$ cat src/hdl/cct_defines.svh
`ifndef CCT_DEFINES_SVH
`define CCT_DEFINES_SVH

// Register byte offsets
`define CCT_OFS_CTRL 12'h000
`define CCT_OFS_COUNT 12'h004
`define CCT_OFS_MODULO 12'h008
`define CCT_OFS_CH0_CTRL 12'h00c
`define CCT_OFS_CH0_VAL 12'h010
`define CCT_OFS_CH1_CTRL 12'h014
`define CCT_OFS_CH1_VAL 12'h018

// Timer control field positions
`define CCT_CTRL_PS_LO 0
`define CCT_CTRL_RST 4
`define CCT_CTRL_HALT 5
`define CCT_CTRL_OVIE 6
`define CCT_CTRL_OVF 7

// Channel control field positions
`define CCT_CH_ELS_LO 0
`define CCT_CH_ELS_HI 1
`define CCT_CH_TOV 2
`define CCT_CH_MODE 3
`define CCT_CH_LINK 4
`define CCT_CH_IE 6
`define CCT_CH_FLAG 7

// Reset values
`define CCT_CTRL_RESET 8'h20
`define CCT_MOD_RESET 16'hffff
`define CCT_CH_RESET 8'h00

// Capture pipeline depth in bus cycles
`define CCT_CAP_DELAY 2

`endif

$ cat src/hdl/cct_pkg.sv
package cct_pkg;

    // Channel control fields
    typedef struct packed {
        logic flag;
        logic ie;
        logic unused;
        logic link;
        logic mode;
        logic tov;
        logic els_hi;
        logic els_lo;
    } cct_chctl_t;

    // Timer control fields
    typedef struct packed {
        logic ovf;
        logic ovie;
        logic halt;
        logic rst;
        logic unused;
        logic [2:0] ps;
    } cct_ctl_t;

    // Pin group
    typedef struct packed {
        logic [1:0] o;
        logic [1:0] oe;
    } cct_pins_t;

endpackage

$ cat src/hdl/cct_timer.sv
// Behaviour
// - 16-bit up-counter, free or modulo
// - counter reads never disturb counting
// - each channel independently capture or compare
// - seven prescaler rates from bus clock
// - selected pin edge captures counter value
// - every edge overwrites capture, flag ignored
// - capture lands two bus cycles after edge
// - capture sets flag, enable raises interrupt
// - reset leaves capture registers untouched
// - compare match sets, clears or toggles pin
// - compare match sets flag, may interrupt
// - optional per-channel toggle on overflow
// - counter stop and reset controls exist
// - link bit joins channels onto pin 0
// - last written pair takes over at overflow
// - linked, channel 1 control is ignored
// - linked, channel 1 pin released
// - overflow flag at modulo, optional interrupt
// - stop halts counter, reset clears prescaler
//
// The APB interface to the registers and the placing of the registers were decided locally.
`include "cct_defines.svh"
`timescale 1ns/1ps
`default_nettype none

module cct_timer
    import cct_pkg::*;
#(
    parameter int CW = 16
) (
    // Clock and reset
    input wire logic pclk,
    input wire logic presetn,
    // APB slave
    input wire logic psel,
    input wire logic penable,
    input wire logic pwrite,
    input wire logic [11:0] paddr,
    input wire logic [31:0] pwdata,
    output logic [31:0] prdata,
    output logic pready,
    output logic pslverr,
    // Channel pins
    input wire logic [1:0] chan_pin_in,
    output logic [1:0] chan_pin_out,
    output logic [1:0] chan_pin_oe,
    // Interrupt request
    output logic irq
);

    ////////////////////////////////////////////////////////////////////////
    // State

    typedef struct packed {
        cct_ctl_t ctl;
        logic [CW-1:0] cnt;
        logic [CW-1:0] modv;
        logic [6:0] pre;
        cct_chctl_t [1:0] chc;
        logic [1:0] pin_d;
        logic [1:0] cap_p1;
        logic [1:0][CW-1:0] cap_v1;
        logic [1:0] pin_o;
        logic [1:0] oe;
        logic act1;
        logic pend1;
        logic [31:0] rd;
        logic rdy;
        logic err;
        logic irq;
    } cct_state_t;

    cct_state_t s_r;
    cct_state_t s_nxt;
    logic [1:0][CW-1:0] val_r;
    logic [1:0][CW-1:0] val_nxt;
    logic [1:0] val_we;

    logic acc;
    logic wr;
    logic tick;
    logic ovf_hit;
    logic [1:0] edge_hit;
    logic [1:0] cmp_hit;
    logic [1:0] is_cmp;
    logic [CW-1:0] cmp0;
    logic [6:0] pre_inc;
    cct_chctl_t [1:0] chc_w;

    assign acc = psel && penable && !s_r.rdy;
    assign wr = acc && pwrite;
    assign pre_inc = s_r.pre + 7'h01;

    ////////////////////////////////////////////////////////////////////////
    // Counter clock: tick on the carry out of prescaler bit ps-1
    always_comb begin
        if (s_r.ctl.halt) begin
            tick = 1'b0;
        end else if (s_r.ctl.ps == 3'h0) begin
            tick = 1'b1;
        end else if (s_r.ctl.ps == 3'h7) begin
            tick = 1'b0; // Unused code: counter holds
        end else begin
            tick = &(s_r.pre | ~((7'h01 << s_r.ctl.ps) - 7'h01)) ||
                (s_r.pre[5:0] & ((6'h01 << s_r.ctl.ps) - 6'h01)) ==
                ((6'h01 << s_r.ctl.ps) - 6'h01);
        end
    end

    // Overflow when count meets modulo; all-ones modulo is free running
    assign ovf_hit = tick && (s_r.cnt == s_r.modv);

    // Linked mode: channel 0 compares against the active pair
    assign cmp0 = (s_r.chc[0].link && s_r.act1) ? val_r[1] : val_r[0];

    ////////////////////////////////////////////////////////////////////////
    // Per-channel edge detection and compare
    genvar g;
    generate
        for (g = 0; g < 2; g++) begin : g_ch
            // Channel 1 gets no function while linked
            assign is_cmp[g] = (g == 0) ? (s_r.chc[0].mode || s_r.chc[0].link) :
                (s_r.chc[1].mode && !s_r.chc[0].link);
            assign edge_hit[g] = !is_cmp[g] && !(g == 1 && s_r.chc[0].link) &&
                ((s_r.chc[g].els_lo && !s_r.pin_d[g] && chan_pin_in[g]) ||
                 (s_r.chc[g].els_hi && s_r.pin_d[g] && !chan_pin_in[g]));
            assign cmp_hit[g] = is_cmp[g] && tick &&
                (s_r.cnt == ((g == 0) ? cmp0 : val_r[1]));
        end
    endgenerate

    ////////////////////////////////////////////////////////////////////////
    // Channel control write image, shared by the write path below
    always_comb begin
        chc_w[0] = cct_chctl_t'(pwdata[7:0]);
        chc_w[1] = cct_chctl_t'(pwdata[7:0]);
    end

    ////////////////////////////////////////////////////////////////////////
    // Next state
    always_comb begin
        s_nxt = s_r;
        val_nxt = val_r;
        val_we = 2'b00;
        s_nxt.rdy = acc;
        s_nxt.err = 1'b0;
        s_nxt.pin_d = chan_pin_in;
        // Prescaler; reset control clears it and self-clears
        if (s_r.ctl.rst) begin
            s_nxt.pre = 7'h00;
            s_nxt.cnt = '0;
            s_nxt.ctl.rst = 1'b0;
        end else if (!s_r.ctl.halt) begin
            s_nxt.pre = pre_inc;
        end
        // Counter, reads never touch it
        if (!s_r.ctl.rst && tick) begin
            s_nxt.cnt = ovf_hit ? '0 : s_r.cnt + 1'b1;
        end
        // Capture pipeline: stage then commit, two cycles after the pin edge
        s_nxt.cap_p1 = edge_hit;
        for (int i = 0; i < 2; i++) begin
            if (edge_hit[i]) begin
                s_nxt.cap_v1[i] = s_r.cnt;
            end
            if (s_r.cap_p1[i]) begin
                val_nxt[i] = s_r.cap_v1[i];
                val_we[i] = 1'b1;
            end
        end
        // Buffer hand-over at overflow
        if (ovf_hit && s_r.chc[0].link) begin
            s_nxt.act1 = s_r.pend1;
        end
        // Pin actions: compare action, then overflow toggle
        for (int i = 0; i < 2; i++) begin
            if (cmp_hit[i]) begin
                case ({s_r.chc[i].els_hi, s_r.chc[i].els_lo})
                    2'b01: s_nxt.pin_o[i] = ~s_r.pin_o[i];
                    2'b10: s_nxt.pin_o[i] = 1'b0;
                    2'b11: s_nxt.pin_o[i] = 1'b1;
                    default: s_nxt.pin_o[i] = s_r.pin_o[i];
                endcase
            end
            if (ovf_hit && is_cmp[i] && s_r.chc[i].tov) begin
                s_nxt.pin_o[i] = ~s_nxt.pin_o[i];
            end
        end
        // Register writes
        if (wr) begin
            if (paddr == `CCT_OFS_CTRL) begin
                s_nxt.ctl.ps = pwdata[`CCT_CTRL_PS_LO +: 3];
                s_nxt.ctl.rst = pwdata[`CCT_CTRL_RST];
                s_nxt.ctl.halt = pwdata[`CCT_CTRL_HALT];
                s_nxt.ctl.ovie = pwdata[`CCT_CTRL_OVIE];
                if (!pwdata[`CCT_CTRL_OVF]) begin
                    s_nxt.ctl.ovf = 1'b0; // Write zero clears
                end
            end else if (paddr == `CCT_OFS_MODULO) begin
                s_nxt.modv = pwdata[CW-1:0];
            end else if (paddr == `CCT_OFS_CH0_CTRL || paddr == `CCT_OFS_CH1_CTRL) begin
                for (int i = 0; i < 2; i++) begin
                    if (paddr == ((i == 0) ? `CCT_OFS_CH0_CTRL : `CCT_OFS_CH1_CTRL)) begin
                        s_nxt.chc[i].els_lo = chc_w[i].els_lo;
                        s_nxt.chc[i].els_hi = chc_w[i].els_hi;
                        s_nxt.chc[i].tov = chc_w[i].tov;
                        s_nxt.chc[i].mode = chc_w[i].mode;
                        s_nxt.chc[i].link = (i == 0) ? chc_w[i].link : 1'b0;
                        s_nxt.chc[i].ie = chc_w[i].ie;
                        if (!chc_w[i].flag) begin
                            s_nxt.chc[i].flag = 1'b0;
                        end
                    end
                end
                if (paddr == `CCT_OFS_CH0_CTRL && chc_w[0].link && !s_r.chc[0].link) begin
                    s_nxt.act1 = 1'b0; // Channel 0 pair starts in control
                    s_nxt.pend1 = 1'b0;
                end
            end else if (paddr == `CCT_OFS_CH0_VAL) begin
                val_nxt[0] = pwdata[CW-1:0];
                val_we[0] = 1'b1;
                s_nxt.pend1 = 1'b0;
            end else if (paddr == `CCT_OFS_CH1_VAL) begin
                val_nxt[1] = pwdata[CW-1:0];
                val_we[1] = 1'b1;
                s_nxt.pend1 = 1'b1;
            end else if (paddr != `CCT_OFS_COUNT) begin
                s_nxt.err = 1'b1;
            end
        end
        // Flags: hardware set wins over software clear
        if (ovf_hit) begin
            s_nxt.ctl.ovf = 1'b1;
        end
        for (int i = 0; i < 2; i++) begin
            if (s_r.cap_p1[i] || cmp_hit[i]) begin
                s_nxt.chc[i].flag = 1'b1;
            end
        end
        // Read data
        s_nxt.rd = 32'h0000_0000;
        if (acc && !pwrite) begin
            if (paddr == `CCT_OFS_CTRL) begin
                s_nxt.rd = {24'h000000, s_r.ctl};
            end else if (paddr == `CCT_OFS_COUNT) begin
                s_nxt.rd = {16'h0000, s_r.cnt};
            end else if (paddr == `CCT_OFS_MODULO) begin
                s_nxt.rd = {16'h0000, s_r.modv};
            end else if (paddr == `CCT_OFS_CH0_CTRL) begin
                s_nxt.rd = {24'h000000, s_r.chc[0]};
            end else if (paddr == `CCT_OFS_CH0_VAL) begin
                s_nxt.rd = {16'h0000, val_r[0]};
            end else if (paddr == `CCT_OFS_CH1_CTRL) begin
                s_nxt.rd = {24'h000000, s_r.chc[1]};
            end else if (paddr == `CCT_OFS_CH1_VAL) begin
                s_nxt.rd = {16'h0000, val_r[1]};
            end else begin
                s_nxt.err = 1'b1;
            end
        end
        // Interrupt request
        s_nxt.irq = (s_nxt.ctl.ovf && s_nxt.ctl.ovie) ||
            (s_nxt.chc[0].flag && s_nxt.chc[0].ie) ||
            (s_nxt.chc[1].flag && s_nxt.chc[1].ie);
        // Pin drive enables, registered from the next config so they track writes
        s_nxt.oe[0] = s_nxt.chc[0].mode || s_nxt.chc[0].link;
        s_nxt.oe[1] = s_nxt.chc[1].mode && !s_nxt.chc[0].link;
    end

    ////////////////////////////////////////////////////////////////////////
    // Control and status flops
    always_ff @(posedge pclk or negedge presetn) begin
        if (!presetn) begin
            s_r <= '0;
            s_r.ctl <= cct_ctl_t'(`CCT_CTRL_RESET);
            s_r.modv <= `CCT_MOD_RESET;
        end else begin
            s_r <= s_nxt;
        end
    end

    // Channel value pairs have no reset so captured times survive it
    generate
        for (g = 0; g < 2; g++) begin : g_val
            always_ff @(posedge pclk) begin
                if (val_we[g]) begin
                    val_r[g] <= val_nxt[g];
                end
            end
        end
    endgenerate

    ////////////////////////////////////////////////////////////////////////
    // Outputs
    assign prdata = s_r.rd;
    assign pready = s_r.rdy;
    assign pslverr = s_r.err;
    assign irq = s_r.irq;
    assign chan_pin_out = s_r.pin_o;
    // Linked, pin 1 goes back to general-purpose use
    assign chan_pin_oe = s_r.oe;

endmodule

`default_nettype wire

$ cat config.mk
export PLATFORM = sky130hd
export DESIGN_NAME = cct_timer
export DESIGN_NICKNAME = d
export VERILOG_FILES = /design/src/hdl/cct_pkg.sv /design/src/hdl/cct_timer.sv
export VERILOG_INCLUDE_DIRS = /design/src /design/src/hdl
export SDC_FILE = /design/constraint.sdc
export NUM_CORES = 1
export LEC_CHECK = 0
export BUFFER_PORTS_ARGS = -buffer_cell sky130_fd_sc_hd__buf_2
export CAP_MARGIN = 30
export CORE_MARGIN = 1.5
export CORE_UTILIZATION = 33
export CTS_CLUSTER_DIAMETER = 100
export DETAILED_ROUTE_END_ITERATION = 10
export GPL_TIMING_DRIVEN = 0
export PLACE_DENSITY = 0.51
export SYNTH_ARGS = -nofsm -noshare
export SYNTH_HDL_FRONTEND = slang
export SYNTH_SLANG_ARGS = --single-unit
$ cat constraint.sdc
create_clock -name pclk -period 4.2 [get_ports pclk]
set_input_delay 0.63 -clock pclk [delete_from_list [all_inputs] [get_ports pclk]]
set_output_delay 0.63 -clock pclk [all_outputs]
set_load 0.1 [all_outputs]
==> results by group <==
Synth
  • Area share of the largest cell type after synthesis: 31.1%
  • Post-Syn Instances: 787
  • Most numerous cell in the Yosys netlist: dfrtp_1
  • Top FF cell, synth: dfrtp_1
  • Post-synth cell types: 60
  • Most frequent cells after synthesis: dfrtp_1 (102), nand2_1 (69), o21ai_0 (67)
  • Ranking of synthesized cells by area: dfrtp_1 (31%), edfxtp_1 (12%), mux2_2 (8.5%)
  • Mapped Area: around 0.0082 sq mm
  • Seq/Total Area, Yosys: 48.3%
  • Syn Area/Cell: 10.4 sq um
  • EDFF count, synth: 32
  • Asr flop ratio synth: roughly 80%
  • FF+latch count, synth: approximately 150
  • Synth warn: 0
  • Leading area contributor after synthesis: dfrtp_1

Floorplanning
  • DIE WIDTH: 161 microns
  • # IOs: 90
  • Die ar.: 0.0258 sq mm
  • Core area: 0.0244 sq mm
  • Num rows: 57
  • Die H: 161 microns
  • Initial Util: 33.6%

Routing
  • Final ANT Viol Nets: 0
  • Via count: 6198
  • First drt pass iteration count: 5
  • Via density: 5.10
  • Final wirelength: between 20000 and 25000 microns
  • DRC Markers: 0
  • Routed WL per cell: between 20 and 25 microns
  • Number of DRC markers in iteration 0: between 500 and 600

Clock tree
  • CTS H-Tree Depth: 4
  • PostCTS Resize Cnt: 0
  • # hold bufs at CTS: 0
  • CTS Buf Count: 17
  • Clk_lat worst skew: 0.44 ns
  • Reg clk slew, reported paths: 0.07 ns
  • Clock buffer depth: 2
  • TritonCTS clock tree: done
  • CTS root buf: clkbuf_16
  • Clk sinks: 151
  • Setup bufs post-CTS: 0

STA
  • Setup-failing EPs final: 0
  • Relative slew slack: 27.0%
  • Slew of the pin with the lowest slew margin: about 1.1 ns
  • Final slew viol count: 0
  • Fin crit period: 3.21 ns
  • Fmax: approximately 310 MHz
  • Final period util: 76.4%
  • Final hold vios: 0
  • Setup TNS: 0 ns
  • Final Skew: 0.00998 ns
  • RSZ-0062 raised after global routing: no

Placed design
  • Port Buf Inserts: 57
  • Placer Congestion: between 0.8 and 0.9
  • Dpl cell area: 0.00899 sq mm
  • DP HPWL: 18100 microns

Finish
  • Filler cell count: 2471
  • Final nets: 932
  • Layout cells sized above 1: about a quarter
  • Layout Area Growth over Synthesis: 17.3%
  • Final Core Density: between 30% and 40%
  • Reg area: 0.00396 sq mm
  • # diodes: 0
  • Area occupied by multi-input gates: 0.00377 sq mm
  • Design Area, Final: 0.00963 sq mm

GRT
  • Largest net degree at the start of global routing: 75
  • Grt total ovfl: 0
  • First-pass GRT wire length: 38700 microns
  • Vias in the first global route: 6109
  • Total GRT Usage: 20.1%
  • Initial antenna violation count: 0

Worst setup path
  • Required time of the critical path: between 4 and 5 ns
  • Crit path cell chain: clkbuf_1 > xnor2_1 > nand4_1 > nor4_1 > nor2_1 > nand2_1 > clkbuf_1 > o21ai_0 > nand2_1 > o41ai_1
  • Startpoint class of the critical path: register
  • Worst Path Arrival: 3.51 ns
  • Crit. End Element: register
  • Delay-heaviest family, CP: simple AND/OR/NAND/NOR gates
  • Critical path type: register to register
  • Worst reg2reg startpoint: s_r[119]
  • WP buf/inv: 2
  • Slowest CP cell: clkbuf_1
  • Crit. Startpoint: s_r[119]
  • CP Max Fanout: 10
  • Reg2reg setup slack: 0.99 ns
  • Largest stage delay on the critical path: 0.54 ns

Power and ir drop
  • P_leak: between 4 and 5 nW
  • IR drop worst, VDD: 0.195 mV
  • Pwr dens: 403 mW/mm^2

Status
  • Outcome: complete, no violations

Run
  • Max-cap violation count: 0

Worst hold path
  • Hold Path Class: primary input to async pin
[stage by stage]
stage                     power [mW]  hold slack, ns  instances  worst slack (ns)
after global routing            4.03           0.144       1216             0.761
after global placement          2.21           0.492       1183             0.745
after floorplan                 2.00           0.334        802              1.64
after detailed placement        2.22           0.497       1184             0.740
final                           3.88           0.121       1216             0.990
after CTS                       3.91           0.130       1216             0.935
[flip-flops by register name, summed over array words and instances, names as in the netlist]
signal        count
pslverr           1
chan_pin_out      2
pready            1
prdata           16
val_r            32
chan_pin_oe       2
s_r              96
irq               1
[per-layer routing]
| metal | wire length [microns] | GRT usage [%] | vias to the layer above |
|---|---|---|---|
| met5 | 0 | 0 | - |
| met4 | 489 | 6.20 | 0 |
| met1 | 11600 | 28.9 | 3016 |
| met3 | 1660 | 4.34 | 25 |
| li1 | - | - | 2924 |
| met2 | 11200 | 30.3 | 233 |
[worst paths after layout]
check | endpoint | cells after the start
worst max-delay path | s_r[121] | 10
worst min-delay path | s_r[95] | 1
worst max register to register | s_r[121] | 10
worst min register to register | s_r[65] | 1
max in group asynchronous | s_r[112] | 2
min in group pclk | s_r[75] | 1
[final cells by class]
| cell class | instances | share of cell area [%] |
|---|---|---|
| repair buffers | 58 | 3.31 |
| well taps | 324 | 4.21 |
| inverters | 16 | 0.624 |
| clock buffers | 22 | 5.26 |
| plain buffers | 87 | 4.90 |
| clock inverters | 10 | 1.40 |
| multi-input cells | 548 | 39.2 |
| flip-flops and latches | 151 | 41.1 |
[cells in the final DEF (no fill, tap or decap), types with 6 or more instances in the layout]
| cell | Yosys | final |
|---|---|---|
| dfrtp_1 | 102 | 102 |
| nand2_1 | 69 | 69 |
| o21ai_0 | 67 | 67 |
| mux2_2 | 62 | 62 |
| buf_2 | 5 | 61 |
| nor2_1 | 52 | 52 |
| mux2i_1 | 49 | 49 |
| clkbuf_1 | 43 | 44 |
| buf_4 | 37 | 37 |
| a21oi_1 | 32 | 32 |
| edfxtp_1 | 32 | 32 |
| xnor2_1 | 24 | 24 |
| nand3_1 | 23 | 23 |
| clkbuf_16 | 0 | 19 |
| xor2_1 | 18 | 18 |
| dfstp_2 | 17 | 17 |
| inv_1 | 16 | 16 |
| conb_1 | 1 | 16 |
| nor2b_1 | 11 | 11 |
| nand2b_1 | 10 | 10 |
| a222oi_1 | 9 | 9 |
| mux2_1 | 8 | 8 |
| and2_1 | 7 | 7 |
| nor4_1 | 7 | 7 |
| nand4_1 | 7 | 7 |
| and3_1 | 7 | 7 |
| nor3_1 | 6 | 6 |
[kinds of logic (layout without fill, tap and decap cells)]
group,Yosys count,after routing,synth area share [%]
AO/OA/AOI/OAI,148,148,11.0
AND/OR/NAND/NOR,221,221,13.8
buffers and inverters,103,193,6.48
adder cells (fa/ha/maj),2,2,0.305
other,1,16,0.0457
flip-flops,151,151,48.3
multiplexers,119,119,15.6
XOR/XNOR,42,42,4.48
[where the power goes]
part | internal [mW] | switching (mW)
logic | 0.180 | 0.425
clock network | 1.04 | 0.650
registers | 1.55 | 0.0412
total | 2.76 | 1.12
Power figures use the tool's default switching activity.
